<file path="config.mk">
export PLATFORM = sky130hd
export DESIGN_NAME = igr_top
export DESIGN_NICKNAME = d
export VERILOG_FILES = /design/src/hdl/igr_pkg.sv /design/src/hdl/igr_top.sv
export SDC_FILE = /design/constraint.sdc
export NUM_CORES = 1
export LEC_CHECK = 0
export ABC_AREA = 1
export BUFFER_PORTS_ARGS = -buffer_cell sky130_fd_sc_hd__buf_2
export CORE_ASPECT_RATIO = 1.1
export CORE_MARGIN = 1.5
export CORE_UTILIZATION = 35
export CTS_CLUSTER_DIAMETER = 40
export CTS_CLUSTER_SIZE = 8
export DETAILED_ROUTE_END_ITERATION = 6
export SYNTH_ARGS = -nofsm -noshare
export SYNTH_HDL_FRONTEND = slang
export SYNTH_SLANG_ARGS = --single-unit
</file>
<file path="constraint.sdc">
create_clock -name clock -period 2.5 [get_ports clock]
set_input_delay 0.125 -clock clock [delete_from_list [all_inputs] [get_ports clock]]
set_output_delay 0.125 -clock clock [all_outputs]
set_load 0.05 [all_outputs]
</file>
<file path="src/hdl/igr_pkg.sv">
// Package with constants and carriers for the general call and repeated start block
package igr_pkg;
	// ==========================================
	// Field positions and reset values
	// ==========================================
	localparam int GC_EN_BIT = 7; // General call enable in control two
	localparam int RS_EN_BIT = 1; // Repeated start enable in control two
	localparam int UA_BIT = 1; // Update address in status
	localparam int START_BIT = 3; // Start detected in status
	localparam int LOCK_BITS = 5; // Low control bits locked during sequence
	localparam logic [7:0] GC_ADDR = 8'h00; // Fixed general call address byte
	localparam logic [7:0] CTRL2_RESET = 8'h00;
	localparam logic [7:0] BYTE_RESET = 8'h00;
	localparam logic [6:0] BRG_RESET = 7'h00;
	localparam logic [3:0] BITS_PER_BYTE = 4'h8; // Address bits before acknowledge
	localparam logic [3:0] ACK_BIT = 4'h9; // Acknowledge bit number
	localparam logic [1:0] TICK_DIV = 2'h3; // Generator tick every four clocks

	// Repeated start sequencer
	typedef enum logic [2:0] {
		IGR_IDLE = 3'b000,
		IGR_SCL_LOW = 3'b001,
		IGR_SDA_HIGH = 3'b010,
		IGR_SCL_REL = 3'b011,
		IGR_BOTH_HIGH = 3'b100,
		IGR_SDA_LOW = 3'b101
	} igr_rs_e;

	// Synchronised bus lines
	typedef struct packed {
		logic scl;
		logic sda;
	} igr_bus_s;
endpackage

</file>
<file path="src/hdl/igr_top.sv">
// General call recognition and repeated start generation for a two-wire port
`timescale 1ns/1ns
module igr_top #(
	parameter int BRG_W = 7
) (
	input wire logic clock,
	input wire logic reset_n,
	input wire logic scl_in, // Bus clock line level
	input wire logic sda_in, // Bus data line level
	output logic scl_oe, // High while pulling clock line low
	output logic sda_oe, // High while pulling data line low
	output logic scl_out, // Always zero when driving
	output logic sda_out, // Always zero when driving
	input wire logic ten_bit_mode, // Slave uses ten-bit addressing
	input wire logic [7:0] own_address_or_baud_reg, // Own address or baud reload
	input wire logic ctrl2_wr, // Write strobe for control two
	input wire logic [7:0] ctrl2_wdata,
	input wire logic buf_wr, // Write strobe for data buffer
	input wire logic [7:0] buf_wdata,
	input wire logic buf_rd, // Read of buffer clears full flag
	input wire logic clr_int, // Software clears interrupt flag
	input wire logic clr_write_collision_flag, // Software clears write collision
	input wire logic clr_ua, // Software clears update address
	input wire logic clr_bcol, // Software clears bus collision
	output logic [7:0] port_control_two,
	output logic [7:0] port_data_buffer,
	output logic buffer_full_flag,
	output logic port_interrupt_flag,
	output logic update_address_flag,
	output logic start_flag,
	output logic write_collision_flag,
	output logic bus_collision_flag,
	output logic gen_call_hit // Last address was a general call
);
	// ==========================================
	// Input synchronisers
	// ==========================================
	igr_pkg::igr_bus_s meta_reg;
	igr_pkg::igr_bus_s bus_reg;
	igr_pkg::igr_bus_s prev_reg;

	// Two stages before any logic reads the pins
	always_ff @(posedge clock or negedge reset_n)
	begin
		if (!reset_n)
		begin
			meta_reg <= '{scl: 1'b1, sda: 1'b1};
			bus_reg <= '{scl: 1'b1, sda: 1'b1};
			prev_reg <= '{scl: 1'b1, sda: 1'b1};
		end
		else
		begin
			meta_reg <= '{scl: scl_in, sda: sda_in};
			bus_reg <= meta_reg;
			prev_reg <= bus_reg;
		end
	end

	logic scl_rise;
	logic scl_fall;
	logic start_cond;
	logic stop_cond;
	assign scl_rise = bus_reg.scl && !prev_reg.scl;
	assign scl_fall = !bus_reg.scl && prev_reg.scl;
	// Data falling while clock high is a start
	assign start_cond = bus_reg.scl && prev_reg.scl && !bus_reg.sda && prev_reg.sda;
	assign stop_cond = bus_reg.scl && prev_reg.scl && bus_reg.sda && !prev_reg.sda;

	// ==========================================
	// Generator tick divider and down counter
	// ==========================================
	logic [1:0] div_reg;
	logic tick;
	assign tick = (div_reg == igr_pkg::TICK_DIV);

	// Free running divider for the count tick
	always_ff @(posedge clock or negedge reset_n)
	begin
		if (!reset_n)
			div_reg <= 2'h0;
		else
			div_reg <= div_reg + 2'h1;
	end

	igr_pkg::igr_rs_e rs_reg;
	logic [BRG_W-1:0] brg_reg;
	logic brg_load;
	logic [BRG_W-1:0] brg_value;
	logic brg_timeout;
	// Timeout when zero is reached on a tick
	assign brg_timeout = tick && (brg_reg == '0) && (rs_reg != igr_pkg::IGR_IDLE);

	// Count down per tick, reload on request
	always_ff @(posedge clock or negedge reset_n)
	begin
		if (!reset_n)
			brg_reg <= BRG_W'(igr_pkg::BRG_RESET);
		else if (brg_load)
			brg_reg <= brg_value;
		else if (tick && brg_reg != '0)
			brg_reg <= brg_reg - 1'b1;
	end

	// ==========================================
	// Repeated start sequencer
	// ==========================================
	logic slave_busy;
	logic rs_done;
	logic rs_abort;
	logic rs_req;
	// Only accepted with nothing else going on
	assign rs_req = ctrl2_wr && ctrl2_wdata[igr_pkg::RS_EN_BIT] && !slave_busy
		&& rs_reg == igr_pkg::IGR_IDLE;
	assign rs_done = (rs_reg == igr_pkg::IGR_SDA_LOW) && brg_timeout;

	// Reload choices per phase
	always_comb
	begin
		brg_load = 1'b0;
		brg_value = '0;
		if (rs_reg == igr_pkg::IGR_SCL_LOW && !bus_reg.scl)
		begin
			brg_load = 1'b1;
			brg_value = BRG_W'(own_address_or_baud_reg[5:0]);
		end
		else if (rs_reg == igr_pkg::IGR_SCL_REL && bus_reg.scl)
		begin
			brg_load = 1'b1;
			brg_value = BRG_W'(own_address_or_baud_reg[6:0]);
		end
		else if (rs_reg == igr_pkg::IGR_BOTH_HIGH && brg_timeout)
		begin
			brg_load = 1'b1;
			brg_value = BRG_W'(own_address_or_baud_reg[6:0]);
		end
	end

	// Collision checks while sequencing
	always_comb
	begin
		rs_abort = 1'b0;
		if ((rs_reg == igr_pkg::IGR_SCL_REL || rs_reg == igr_pkg::IGR_BOTH_HIGH)
			&& scl_rise && !bus_reg.sda)
			rs_abort = 1'b1;
		else if (rs_reg == igr_pkg::IGR_BOTH_HIGH && scl_fall)
			rs_abort = 1'b1;
		else if (rs_reg == igr_pkg::IGR_SDA_HIGH && brg_timeout && !bus_reg.sda)
			rs_abort = 1'b1;
	end

	// Phase stepping
	always_ff @(posedge clock or negedge reset_n)
	begin
		if (!reset_n)
			rs_reg <= igr_pkg::IGR_IDLE;
		else if (rs_abort)
			rs_reg <= igr_pkg::IGR_IDLE;
		else
		begin
			case (rs_reg)
				igr_pkg::IGR_IDLE:
					if (rs_req)
						rs_reg <= igr_pkg::IGR_SCL_LOW;
				igr_pkg::IGR_SCL_LOW:
					if (!bus_reg.scl)
						rs_reg <= igr_pkg::IGR_SDA_HIGH;
				igr_pkg::IGR_SDA_HIGH:
					if (brg_timeout && bus_reg.sda)
						rs_reg <= igr_pkg::IGR_SCL_REL;
				igr_pkg::IGR_SCL_REL:
					if (bus_reg.scl)
						rs_reg <= igr_pkg::IGR_BOTH_HIGH;
				igr_pkg::IGR_BOTH_HIGH:
					if (brg_timeout)
						rs_reg <= igr_pkg::IGR_SDA_LOW;
				igr_pkg::IGR_SDA_LOW:
					if (brg_timeout)
						rs_reg <= igr_pkg::IGR_IDLE;
				default:
					rs_reg <= igr_pkg::IGR_IDLE;
			endcase
		end
	end

	logic sda_hold_reg;
	// Data stays low after the start until a stop, a new request or a collision releases it
	always_ff @(posedge clock or negedge reset_n)
	begin
		if (!reset_n)
			sda_hold_reg <= 1'b0;
		else if (rs_done)
			sda_hold_reg <= 1'b1;
		else if (rs_req || rs_abort || stop_cond)
			sda_hold_reg <= 1'b0;
	end

	// Pin drivers, registered
	always_ff @(posedge clock or negedge reset_n)
	begin
		if (!reset_n)
		begin
			scl_oe <= 1'b0;
			sda_oe <= 1'b0;
			scl_out <= 1'b0;
			sda_out <= 1'b0;
		end
		else
		begin
			scl_out <= 1'b0;
			sda_out <= 1'b0;
			scl_oe <= (rs_reg == igr_pkg::IGR_SCL_LOW || rs_reg == igr_pkg::IGR_SDA_HIGH)
				&& !rs_abort;
			sda_oe <= (rs_reg == igr_pkg::IGR_SDA_LOW && !rs_abort) || sda_hold_reg;
		end
	end

	// ==========================================
	// Slave address receiver
	// ==========================================
	logic [7:0] rx_shift_register;
	logic [3:0] bit_cnt_reg;
	logic addr_phase_reg;
	logic second_half_reg;
	logic gc_match;
	logic own_match;
	logic [7:0] shifted;
	assign shifted = {rx_shift_register[6:0], bus_reg.sda};
	assign slave_busy = (bit_cnt_reg != 4'h0) && addr_phase_reg;
	assign gc_match = (shifted == igr_pkg::GC_ADDR)
		&& port_control_two[igr_pkg::GC_EN_BIT] && !second_half_reg;
	assign own_match = second_half_reg ? (shifted == own_address_or_baud_reg)
		: ten_bit_mode ? (shifted[7:3] == 5'b11110
			&& shifted[2:1] == own_address_or_baud_reg[2:1])
		: (shifted[7:1] == own_address_or_baud_reg[7:1]);

	logic matched_reg;
	// Count and shift on clock rises after a start
	always_ff @(posedge clock or negedge reset_n)
	begin
		if (!reset_n)
		begin
			rx_shift_register <= igr_pkg::BYTE_RESET;
			bit_cnt_reg <= 4'h0;
			addr_phase_reg <= 1'b0;
			second_half_reg <= 1'b0;
			matched_reg <= 1'b0;
		end
		else if (start_cond)
		begin
			bit_cnt_reg <= 4'h0;
			addr_phase_reg <= 1'b1;
			matched_reg <= 1'b0;
		end
		else if (stop_cond)
		begin
			addr_phase_reg <= 1'b0;
			second_half_reg <= 1'b0;
			bit_cnt_reg <= 4'h0;
		end
		else if (scl_rise && addr_phase_reg)
		begin
			rx_shift_register <= shifted;
			bit_cnt_reg <= bit_cnt_reg + 4'h1;
			if (bit_cnt_reg == igr_pkg::BITS_PER_BYTE - 4'h1)
				matched_reg <= gc_match || own_match;
		end
		else if (scl_fall && bit_cnt_reg == igr_pkg::ACK_BIT)
		begin
			bit_cnt_reg <= 4'h0;
			// Ten-bit first half waits for second, general call does not
			second_half_reg <= ten_bit_mode && matched_reg && !gen_call_hit
				&& !second_half_reg;
			addr_phase_reg <= ten_bit_mode && matched_reg && !gen_call_hit
				&& !second_half_reg;
		end
	end

	logic last_bit;
	logic ack_fall;
	assign last_bit = scl_rise && addr_phase_reg && !start_cond && !stop_cond
		&& bit_cnt_reg == igr_pkg::BITS_PER_BYTE - 4'h1;
	assign ack_fall = scl_fall && bit_cnt_reg == igr_pkg::ACK_BIT && matched_reg
		&& !start_cond && !stop_cond;

	// Source of last address match
	always_ff @(posedge clock or negedge reset_n)
	begin
		if (!reset_n)
			gen_call_hit <= 1'b0;
		else if (last_bit)
			gen_call_hit <= gc_match;
	end

	// ==========================================
	// Software visible registers and flags
	// ==========================================
	// Control two with lock of low bits during sequence
	always_ff @(posedge clock or negedge reset_n)
	begin
		if (!reset_n)
			port_control_two <= igr_pkg::CTRL2_RESET;
		else
		begin
			if (ctrl2_wr)
			begin
				port_control_two[7:igr_pkg::LOCK_BITS] <= ctrl2_wdata[7:igr_pkg::LOCK_BITS];
				if (rs_reg == igr_pkg::IGR_IDLE)
					port_control_two[igr_pkg::LOCK_BITS-1:0] <= ctrl2_wdata[4:0];
			end
			// Start bit only kept if the request was taken
			if (ctrl2_wr && ctrl2_wdata[igr_pkg::RS_EN_BIT] && !rs_req)
				port_control_two[igr_pkg::RS_EN_BIT] <= port_control_two[igr_pkg::RS_EN_BIT];
			if (rs_done || rs_abort)
				port_control_two[igr_pkg::RS_EN_BIT] <= 1'b0;
		end
	end

	// Buffer loads from receiver or software
	always_ff @(posedge clock or negedge reset_n)
	begin
		if (!reset_n)
			port_data_buffer <= igr_pkg::BYTE_RESET;
		else if (last_bit && gc_match)
			port_data_buffer <= shifted;
		else if (buf_wr && rs_reg == igr_pkg::IGR_IDLE)
			port_data_buffer <= buf_wdata;
	end

	// Sticky flags, set wins over clear
	always_ff @(posedge clock or negedge reset_n)
	begin
		if (!reset_n)
		begin
			buffer_full_flag <= 1'b0;
			port_interrupt_flag <= 1'b0;
			update_address_flag <= 1'b0;
			start_flag <= 1'b0;
			write_collision_flag <= 1'b0;
			bus_collision_flag <= 1'b0;
		end
		else
		begin
			if (last_bit && gc_match)
				buffer_full_flag <= 1'b1;
			else if (buf_rd)
				buffer_full_flag <= 1'b0;
			if (ack_fall || rs_done)
				port_interrupt_flag <= 1'b1;
			else if (clr_int)
				port_interrupt_flag <= 1'b0;
			if (ack_fall && ten_bit_mode && !gen_call_hit && !second_half_reg)
				update_address_flag <= 1'b1;
			else if (clr_ua)
				update_address_flag <= 1'b0;
			if (start_cond)
				start_flag <= 1'b1;
			else if (stop_cond)
				start_flag <= 1'b0;
			if (buf_wr && rs_reg != igr_pkg::IGR_IDLE)
				write_collision_flag <= 1'b1;
			else if (clr_write_collision_flag)
				write_collision_flag <= 1'b0;
			if (rs_abort)
				bus_collision_flag <= 1'b1;
			else if (clr_bcol)
				bus_collision_flag <= 1'b0;
		end
	end
endmodule
</file>
-- Word level (Yosys, flattened, before mapping)
Cells that the tools add are included.
- register bits: 58
- latch bits: 0
- bits in writable memories: 0
- ROM bits: 0
- bits of input ports: 36
- output and inout bits: 27
- logic and storage cells: 203
- memories kept: 0
- $add $sub $neg: 3
- multipliers: 0
- divide/modulo/power cells: 0
- $lt $le $gt $ge: 0
- eq/ne operators: 22
- shift-type cells: 0
- multiplexer cells: 53
- bitwise operators: 2
- reductions and logical operators: 95
- operators with widths (cell ; number):
    $logic_and 1x1->1 ; 47
    $mux 7 ; 5
    $mux 1 ; 32
    $reduce_bool 2->1 ; 14
    $mux 3 ; 7
    $ne 3x3->1 const B ; 6
    $pmux 3 s6 ; 1
    $mux 4 ; 4
    $mux 8 ; 2
    $reduce_and 3->1 ; 4
    $logic_not 1->1 ; 11
    $eq 8x8->1 ; 1
    $logic_not 8->1 ; 1
    $logic_or 1x1->1 ; 8
    $reduce_bool 4->1 ; 2
    $eq 7x7->1 ; 1
    $logic_not 7->1 ; 1
    $reduce_bool 7->1 ; 1
    $sub 7x1->7 const B ; 1
    $eq 3x2->1 const B ; 2
    $eq 3x3->1 const B ; 2
    $reduce_and 6->1 ; 1
    $reduce_bool 3->1 ; 2
    $eq 5x5->1 const B ; 1
    14 further kinds ; 18

-- Logic depth before layout (Yosys ltp)
Gate-level depths: netlist of the first run.
- depth in word-level cells: 12
- mapped depth: 12
- gate-level depth less buffers: 12

-- Worst setup path before layout of the first run
No wires, ideal clock.
- kind: flip-flop to flip-flop
- start point: register port_control_two[7]
- end point: register port_data_buffer[0]
- setup time: 0.120 ns
- arrival time: 1.416 ns
- data required time: 2.380 ns
- setup slack: 0.964 ns
- cell stages (with the launch flop): 7
- path buffers: 1
- clock period less this slack: 1.536 ns
- cell sequence: dfrtp_1 > inv_1 > nor4_1 > nand3_2 > buf_6 > nand3_1 > nand2_1
- cells in the longest elaborated chain, start to end: 4
- elaborated cells between the ends (all ways): 5
- classes of those cells: mux (1); reduce/logical (4)
- ends and longest elaborated chain (element ; line ; source):
    start: declaration ; igr_top.sv:25 ; output logic [7:0] port_control_two,
    start signal: assignment ; igr_top.sv:301 ; port_control_two <= igr_pkg::CTRL2_RESET;
    start signal: indexed assignment ; igr_top.sv:306 ; port_control_two[7:igr_pkg::LOCK_BITS] <= ctrl2_wdata[7:igr_pkg::LOCK_BITS];
    start signal: indexed assignment ; igr_top.sv:308 ; port_control_two[igr_pkg::LOCK_BITS-1:0] <= ctrl2_wdata[4:0];
    $logic_and 1x1->1 * (2 in series) ; igr_top.sv:230 ; && port_control_two[igr_pkg::GC_EN_BIT] && !second_half_reg;
    $logic_and 1x1->1 * ; igr_top.sv:323 ; else if (last_bit && gc_match)
    $mux 8 / $reduce_bool 2->1 (equally long branches) ; -- ;
    end signal: assignment ; igr_top.sv:322 ; port_data_buffer <= igr_pkg::BYTE_RESET;
    end signal: assignment ; igr_top.sv:324 ; port_data_buffer <= shifted;
    end signal: assignment ; igr_top.sv:326 ; port_data_buffer <= buf_wdata;
    end: declaration ; igr_top.sv:26 ; output logic [7:0] port_data_buffer,
Mark *: on every way between the ends. The rest lies on a longest branch, timed or not.
A chain may end at the register's enable or synchronous reset.

-- Final worst setup path of the first run
- start point: register bus_reg[1] in the netlist's numbering
- end point: register port_data_buffer[4]
- cells in the longest elaborated chain, start to end: 9
- elaborated cells between the ends (all ways): 15
- classes of those cells: mux (1); reduce/logical (14)
- ends and longest elaborated chain (element ; line ; source):
    start: declaration ; igr_top.sv:39 ; igr_pkg::igr_bus_s bus_reg;
    start signal: assignment ; igr_top.sv:48 ; bus_reg <= '{scl: 1'b1, sda: 1'b1};
    start signal: assignment ; igr_top.sv:54 ; bus_reg <= meta_reg;
    $logic_and 1x1->1 ; igr_top.sv:66, igr_top.sv:67 ;
    $logic_and 1x1->1 (2 in series) ; igr_top.sv:66 ; assign start_cond = bus_reg.scl && prev_reg.scl && !bus_reg.sda && prev_reg.sda;
    $logic_not 1->1 ; igr_top.sv:280 ; assign last_bit = scl_rise && addr_phase_reg && !start_cond && !stop_cond
    $logic_and 1x1->1 ; igr_top.sv:280 ;
    $logic_and 1x1->1 * ; igr_top.sv:280 ;
    $logic_and 1x1->1 * ; igr_top.sv:281 ; && bit_cnt_reg == igr_pkg::BITS_PER_BYTE - 4'h1;
    $logic_and 1x1->1 * ; igr_top.sv:323 ;
    $mux 8 / $reduce_bool 2->1 (equally long branches) ; -- ;
Marked as above.

==> results.cfg, run 1 <==
[outcome]
status = complete, no violations

[power]
power_density_nw_per_um2 = 1080
p_leak_nw = 2.00
ir_drop_uv = 563

[grt]
grt_pass1_wl_mm = 12.3
grt-ovfl-total = 0
grt_max_degree = 26
antenna_found_initial = 0
grt_pass1_vias = 2673
grt_usage_pct = 17.0

[sta]
timing.fmax_mhz = 593
setup_viol = 0
period_share_pct = 67.4
setup_tns_ps = 0
hold_viol = 0
setup_ws_ps = 814
report.final.slew_viol_count = 0
finalClockSkew_ps = 9.86
fin_hold_ws_ps = 11.4
rsz0062_at_grt = false
min_period_ps = 1690

[final_layout]
fin_nets = 502
fin_cells = 576
antenna_cells = 0
largest_registers = port_control_two x8, port_data_buffer x8
area.growth.synth_to_final_pct = 27.9
regArea_um2 = 1460
multiInputGateArea_um2 = 1350
nFillCells = 858
drive_above_1_share_pct = 24.7

[clock_tree]
ctsResizeCount = 0
cts_tree = done
clk_latency_ps = 340
h-tree-depth = 3
cts.sinks = 58
numCtsBuffers = 9
cts-root-buf = clkbuf_8
clk_pin_slew_ps = 80
cts_buffer_depth = 2

[routing]
drc_errors = 0
drt-pass1-iter-count = 4
wl_mm = 7.14
vias = 2655
drt-initial-drc-count = 83
wl_per_cell_um = 12.4
antenna_left = 0
vias_per_cell = 4.61

[synth]
yosysTopAreaCell = dfrtp_1
synth.yosys.seq_area_share_pct = 48.2
synth_edf_count = 0
netlist_instances = 372
ys_seq_elements = 58
postSynth.asyncResetShare_pct = 100
synth_area_per_cell_um2 = 8.14
ys_dominant_reg_cell = dfrtp_1
syn-cell-area_um2 = 3030
yosys_warnings = 0
yosys-top-cells-area = dfrtp_1 43%, nand2_1 13%, nand3_1 6.0%
post-synth-top-count-cell = nand2_1
synth_common_cells = 101 x nand2_1, 52 x dfrtp_1, 40 x inv_1
synth_top_area_share_pct = 43.0
synth_cell_type_count = 35

[die]
die_h_um = 101
fp.dieArea_um2 = 9220
core.rowCount = 35
ioPinCount = 63
die_w_um = 91.7
initial_core_util_pct = 36.0
core_region_area_um2 = 8410

[critical_path]
ff2ff_path_depth = 5
worstSetupPathType = register to register
critPathLaunch = bus_reg[1]
r2r_start = bus_reg[1]
critPathCaptureType = register
ff2ff_setup_slack_ps = 810
critical_path.max_fanout = 19
worst_setup_path_start_kind = register
cp_data_arrival_time_ps = 1930
path_cells = nand3_4 -> nor2_4 -> nand3_2 -> nand3_1 -> nand2_1
cp_slowest_cell = dfstp_2
worstPathRequired_ps = 2740
slowest_delay_ps = 640
r2r_end = port_data_buffer[4]

[placement]
pre_cts_ws_ps = 835
place.gp.congestion = 0.920
dpl.cell_count = 540
io_buffers = 60
dpl.hpwl_mm = 5.44

[worst_hold_path]
hold_class = primary input to register
worstHoldPathCells = 3
min_from = buf_wdata[7]
min_to = port_data_buffer[7]

[flow_run]
drv_cap = 0
[power by group]
group | internal, mW | switching (mW)
Combinational | 0.525 | 1.19
Clock | 0.567 | 0.421
Sequential | 1.22 | 0.253
Total | 2.32 | 1.86
[area by class of cell]
class,count,share of cell area [%]
clock buffer,9,3.20
tap,111,3.59
inverter,49,4.75
sequential,58,37.7
clock inverter,7,2.62
timing repair buffer,82,13.3
multi-input combinational,260,34.8
[worst max-delay path: cells and delay by family (launching register included)]
| family | cells | cell delay [ps] |
|---|---|---|
| AND/OR/NAND/NOR | 5 | 940 |
| flip-flops | 1 | 640 |
[per-layer routing]
metal	vias to the layer above	track usage [%]	part of all wire, %	wire length [µm]
met5	-	0	0	0
li1	1358	-	-	-
met3	16	3.54	3.6	260
met4	0	8.29	2.7	196
met2	59	28.5	49	3520
met1	1222	21.0	44	3170
[per-stage QoR]
step                      area, µm²  utilization (%)  power [mW]
final                          3870             46.0        4.18
after global placement         3450             41.0        3.16
after floorplan                3030                -        2.77
after detailed placement       3450             41.0        3.18
after CTS                      3870             46.0        4.21
after global routing           3870             46.0        4.50
[cell usage in the layout, fill, tap and decap left out, types with 2 or more instances in the layout]
master,count
conb_1,2
bufinv_16,2
xnor2_1,8
clkbuf_8,9
inv_2,9
dfstp_2,6
xor2_1,5
nand2_1,101
buf_2,60
a21oi_1,8
nor3_1,4
dlygate4sd3_1,20
nand3_1,36
nor2_1,32
nor4_1,3
inv_1,40
ha_1,6
nand2_2,6
nor2_4,4
o21ai_1,4
buf_4,2
dfrtp_1,52
nand4_1,6
nand3_2,4
nand3_4,2
clkinvlp_4,2
nor2_2,3
o21ai_0,17
clkinv_4,2
[how the worst max path moves through the flow]
stage          cells after the start                   to  slack [ps]
2_1_floorplan                      6  port_data_buffer[0]         960
3_3_place_gp                       5  port_data_buffer[1]         880
3_5_place_dp                       5  port_data_buffer[7]         830
4_1_cts                            5  port_data_buffer[7]         800
5_1_grt                            5  port_data_buffer[3]         620
6_report                           5  port_data_buffer[4]         810
[repair_timing]
| item | CTS | global route |
|---|---|---|
| hold buffers | 20 | 0 |
| endpoints found under the hold margin | 31 | 0 |
| setup endpoints to repair | 0 | 0 |
| setup buffers | 0 | 0 |
[logic make-up after synthesis]
family | share of synthesized area, %
flip-flops | 48.2
XOR/XNOR | 3.76
buffers and inverters | 7.36
other | 0.124
AO/OA/AOI/OAI | 6.37
adder cells (fa/ha/maj) | 2.48
AND/OR/NAND/NOR | 31.7
Power figures use the tool's default switching activity.
==> inputs of run 2 (changes only) <==
==> constraint.sdc (replaced) <==
create_clock -name clock -period 1.7 [get_ports clock]
set_input_delay 0.085 -clock clock [delete_from_list [all_inputs] [get_ports clock]]
set_output_delay 0.085 -clock clock [all_outputs]
set_load 0.05 [all_outputs]
==> run 2 against run 1 <==
- die area is the same
- non-clock buffer count is 14 higher
- total power rose by 48%
- critical path type unchanged
- critical endpoint is now write_collision_flag
- highest routed layer unchanged
==> results.cfg, run 2 (synthesized netlist as in run 1, its figures left out) <==
[die]
die_w_um = 91.7
core_region_area_um2 = 8410
fp.dieArea_um2 = 9220
initial_core_util_pct = 36.0
ioPinCount = 63
die_h_um = 101
core.rowCount = 35

[clock_tree]
clk_pin_slew_ps = 70
cts_buffer_depth = 2
clk_latency_ps = 330
cts_tree = done
numCtsBuffers = 9
cts.sinks = 58
h-tree-depth = 3
cts-root-buf = clkbuf_8

[final_layout]
fin_nets = 516
nFillCells = 856
fin_util_pct = 47.6
mostFrequentLayoutCells = 100 x nand2_1, 60 x buf_2, 52 x dfrtp_1, 39 x inv_1, 36 x nand3_1
fin_area_um2 = 4000
fin_cells = 590
final_common_cell = nand2_1
drive_above_1_share_pct = 26.9
area.growth.synth_to_final_pct = 32.3
antenna_cells = 0
largest_registers = port_control_two x8, port_data_buffer x8

[routing]
antenna_left = 0
wl_per_cell_um = 12.5
wl_mm = 7.35
vias_per_cell = 4.59
vias = 2706
drt-pass1-iter-count = 5
drc_errors = 0
drt-initial-drc-count = 93

[placement]
io_buffers = 60
dpl.cell_count = 546
dpl.hpwl_mm = 5.48
post_dp_cell_area_um2 = 3500
pre_cts_ws_ps = 81.9
place.gp.congestion = 0.871

[grt]
grt_pass1_wl_mm = 12.1
grt_usage_pct = 16.8
grt-ovfl-total = 0
grt_pass1_vias = 2580
grt_max_degree = 30
antenna_found_initial = 0

[sta]
setup_tns_ps = 0
report.final.slew_viol_count = 0
fin_hold_ws_ps = 10.1
relSlewSlack_pct = 62.2
period_share_pct = 93.6
timing.fmax_mhz = 629
finalClockSkew_ps = 7.43
setup_viol = 0
min_period_ps = 1590
setup_ws_ps = 110
hold_viol = 0
tightest_slew_ps = 568

[power]
power_mw = 6.17
ir_drop_uv = 748
p_leak_nw = 2.06
power_density_nw_per_um2 = 1540

[worst_hold_path]
worstHoldPathCells = 3
min_from = ctrl2_wr
min_to = port_control_two[5]
hold_class = primary input to register

[flow_run]
drv_cap = 0

[critical_path]
ff2ff_setup_slack_ps = 110
worstPathRequired_ps = 1920
r2r_start = rs_reg[1]
worst_setup_path_start_kind = register
cp_slowest_cell = dlygate4sd3_1
critical_path.max_fanout = 8
slowest_delay_ps = 570
critPathCaptureType = register
path_cells = nor2_4 -> nand2_4 -> nand2_1 -> o21ai_0 -> dlygate4sd3_1
crit_cells = 5
worstSetupPathType = register to register
path_buf_inv = 1
cp_data_arrival_time_ps = 1810
r2r_end = write_collision_flag
critical_path.top_delay_family = buffers and inverters
ff2ff_path_depth = 5

[outcome]
status = complete, no violations
run 2: worst min-delay path: cells and delay by family:
kind	cells	cell delay, ps
buffers and inverters	1	120
AND/OR/NAND/NOR	2	100
run 2: where the power goes:
part | internal (mW) | switching, mW | leakage (nW) | total (mW)
combinational | 0.886 | 1.83 | 1.24 | 2.71
sequential | 1.80 | 0.353 | 0.723 | 2.15
clock | 0.755 | 0.551 | 0.0986 | 1.31
total | 3.44 | 2.73 | 2.06 | 6.17
run 2: how the worst max path moves through the flow:
stage	endpoint	from	slack, ps
final	write_collision_flag	rs_reg[1]	110
after global routing	rs_reg[2]	brg_reg[1]	-30
after CTS	rs_reg[2]	brg_reg[1]	60
after detailed placement	rs_reg[2]	brg_reg[1]	80
after global placement	rs_reg[2]	brg_reg[1]	130
after floorplan	port_data_buffer[0]	port_control_two[7]	160
run 2: final cells by class:
class	count	area, µm²	share of cell area, %
Tap cell	111	139	3.47
Inverter	49	184	4.59
Sequential cell	58	1460	36.4
Timing Repair Buffer	96	643	16.1
Multi-Input combinational cell	260	1370	34.3
Clock inverter	4	50.0	1.25
Clock buffer	12	155	3.88
run 2: per-layer routing:
metal	track usage (%)	vias up	routed length (µm)
met5	0	-	0
met4	8.17	0	93
met2	28.3	56	3700
met3	2.64	8	222
met1	21.0	1259	3340
li1	-	1383	-
run 2: repair_timing:
item,in CTS,in global routing
buffers inserted,0,4
hold endpoints to repair,37,0
hold buffers,24,0
gates resized for setup,0,7
setup endpoints to repair,0,19
==> inputs of run 3 (changes only) <==
--- a/config.mk
+++ b/config.mk
@@ -8,11 +8,12 @@
 export ABC_AREA = 1
 export BUFFER_PORTS_ARGS = -buffer_cell sky130_fd_sc_hd__buf_2
 export CORE_ASPECT_RATIO = 1.1
-export CORE_MARGIN = 1.5
+export CORE_MARGIN = 5
 export CORE_UTILIZATION = 35
 export CTS_CLUSTER_DIAMETER = 40
 export CTS_CLUSTER_SIZE = 8
 export DETAILED_ROUTE_END_ITERATION = 6
+export GPL_TIMING_DRIVEN = 0
 export SYNTH_ARGS = -nofsm -noshare
 export SYNTH_HDL_FRONTEND = slang
 export SYNTH_SLANG_ARGS = --single-unit
==> run 3 against run 2 <==
- sequential cell count unchanged
- combinational power down 4%
- largest cell class unchanged
- largest power group unchanged
- die area up 15%
- critical endpoint is now bit_cnt_reg[2]
==> results.cfg, run 3 (synthesized netlist as in run 1, its figures left out) <==
[final_layout]
regArea_um2 = 1460
mostFrequentLayoutCells = 100 x nand2_1, 60 x buf_2, 52 x dfrtp_1, 39 x inv_1, 36 x nand3_1
fin_util_pct = 47.4
drive_above_1_share_pct = 25.8
final_common_cell = nand2_1
antenna_cells = 0
largest_registers = port_control_two x8, port_data_buffer x8
fin_nets = 513
multiInputGateArea_um2 = 1370
fin_area_um2 = 3990
nFillCells = 849
area.growth.synth_to_final_pct = 31.7

[sta]
min_period_ps = 1630
setup_viol = 0
period_share_pct = 95.8
tightest_slew_ps = 746
report.final.slew_viol_count = 0
hold_viol = 0
timing.fmax_mhz = 614
relSlewSlack_pct = 50.2
finalClockSkew_ps = 10.2

[clock_tree]
cts_buffer_depth = 2
cts_tree = done
h-tree-depth = 3
cts.sinks = 58
numCtsBuffers = 9
clk_pin_slew_ps = 70
cts-root-buf = clkbuf_8
clk_latency_ps = 330

[critical_path]
critPathCaptureType = register
critical_path.max_fanout = 7
cp_data_arrival_time_ps = 1840
cp_slowest_cell = dfstp_2
r2r_end = bit_cnt_reg[2]
worst_setup_path_start_kind = register
r2r_start = bus_reg[1]
worstSetupPathType = register to register
worstPathRequired_ps = 1910
path_cells = nand2_1 -> nor3_2 -> inv_1 -> nand2_1 -> nor2_1 -> nand2_1 -> o32ai_1
path_common_cell = nand2_1
ff2ff_path_depth = 7
slowest_delay_ps = 630
ff2ff_setup_slack_ps = 70

[grt]
grt_pass1_wl_mm = 12.5
grt_usage_pct = 14.8
antenna_found_initial = 0
grt_pass1_vias = 2695
grt_max_degree = 59
grt-ovfl-total = 0

[power]
power_frac_seq_pct = 34.8
swShare_pct = 43.7
power_density_nw_per_um2 = 1550
comb_power_share_pct = 42.1
clkPwrFrac_pct = 23.0
internal_power_mw = 3.47
p_sw_mw = 2.70
p_leak_nw = 2.06
ir_drop_uv = 750

[routing]
wl_mm = 7.45
vias = 2719
vias_per_cell = 4.63
drt-pass1-iter-count = 4
drc_errors = 0
antenna_left = 0
wl_per_cell_um = 12.7
drt-initial-drc-count = 82

[die]
die_w_um = 98.7
die_h_um = 108
core.rowCount = 35
ioPinCount = 63
fp.dieArea_um2 = 10600
core_region_area_um2 = 8410
initial_core_util_pct = 36.0

[flow_run]
drv_cap = 0

[placement]
io_buffers = 60
dpl.hpwl_mm = 5.43
post_dp_cell_area_um2 = 3470
place.gp.congestion = 0.820

[outcome]
status = complete, no violations

[worst_hold_path]
worstHoldPathCells = 2
min_to = port_control_two[7]
hold_class = primary input to register
min_from = ctrl2_wr
[run 3: repair_timing]
| item | 4_1_cts | 5_1_grt |
|---|---|---|
| hold buffers | 23 | 1 |
| buffers inserted | 0 | 4 |
| endpoints found under the setup margin | 4 | 22 |
| hold endpoints to repair | 21 | 52 |
| gates cloned | 0 | 0 |
| gates resized for setup | 0 | 5 |
| pin swaps | 0 | 1 |
[run 3: worst max-delay path, delay by kind of cell (launching register included)]
| family | cells | cell delay, ps |
|---|---|---|
| buffers and inverters | 1 | 120 |
| flip-flops | 1 | 630 |
| AO/OA/AOI/OAI | 1 | 90 |
| AND/OR/NAND/NOR | 5 | 670 |
[run 3: how the worst max path moves through the flow]
stage	from	endpoint	slack (ps)	cells after the start
final	bus_reg[1]	bit_cnt_reg[2]	70	7
after global routing	bus_reg[1]	bit_cnt_reg[3]	-30	7
after global placement	bus_reg[0]	bit_cnt_reg[2]	-80	8
after floorplan	port_control_two[7]	port_data_buffer[0]	160	6
after CTS	brg_reg[0]	rs_reg[2]	20	11
after detailed placement	bus_reg[0]	bit_cnt_reg[3]	-80	8
[run 3: routing by layer]
| metal | global-route usage [%] | wire, µm |
|---|---|---|
| met2 | 24.5 | 3700 |
| met5 | 0 | 0 |
| met3 | 4.47 | 315 |
| met4 | 4.59 | 138 |
| met1 | 18.4 | 3290 |
[run 3: cell type report]
type                            instances  share of cell area, %
Buffer                                  5                  0.879
Clock inverter                          5                   1.95
Inverter                               49                   4.61
Clock buffer                           11                   3.55
Tap cell                              111                   3.48
Timing Repair Buffer                   88                   14.7
Sequential cell                        58                   36.6
Multi-Input combinational cell        260                   34.3
[run 3: through the flow]
step	hold slack (ps)	power [mW]	setup TNS [ps]	setup WS, ps	cells
2_1_floorplan	-211	4.07	0	164	373
3_3_place_gp	190	4.65	-248	-77.5	544
3_5_place_dp	192	4.71	-281	-84.7	544
4_1_cts	6.73	6.20	0	17.9	582
5_1_grt	10.3	6.63	-84.7	-29.3	587
6_report	19.9	6.16	0	71.7	587
[run 3: power by group through the flow]
stage / combinational, mW / sequential [mW] / clock (mW)
after floorplan: 1.31 / 2.76 / 0
after global placement: 2.50 / 2.15 / 0
after detailed placement: 2.55 / 2.16 / 0
after CTS: 2.60 / 2.14 / 1.46
after global routing: 2.89 / 2.21 / 1.53
final: 2.60 / 2.15 / 1.42
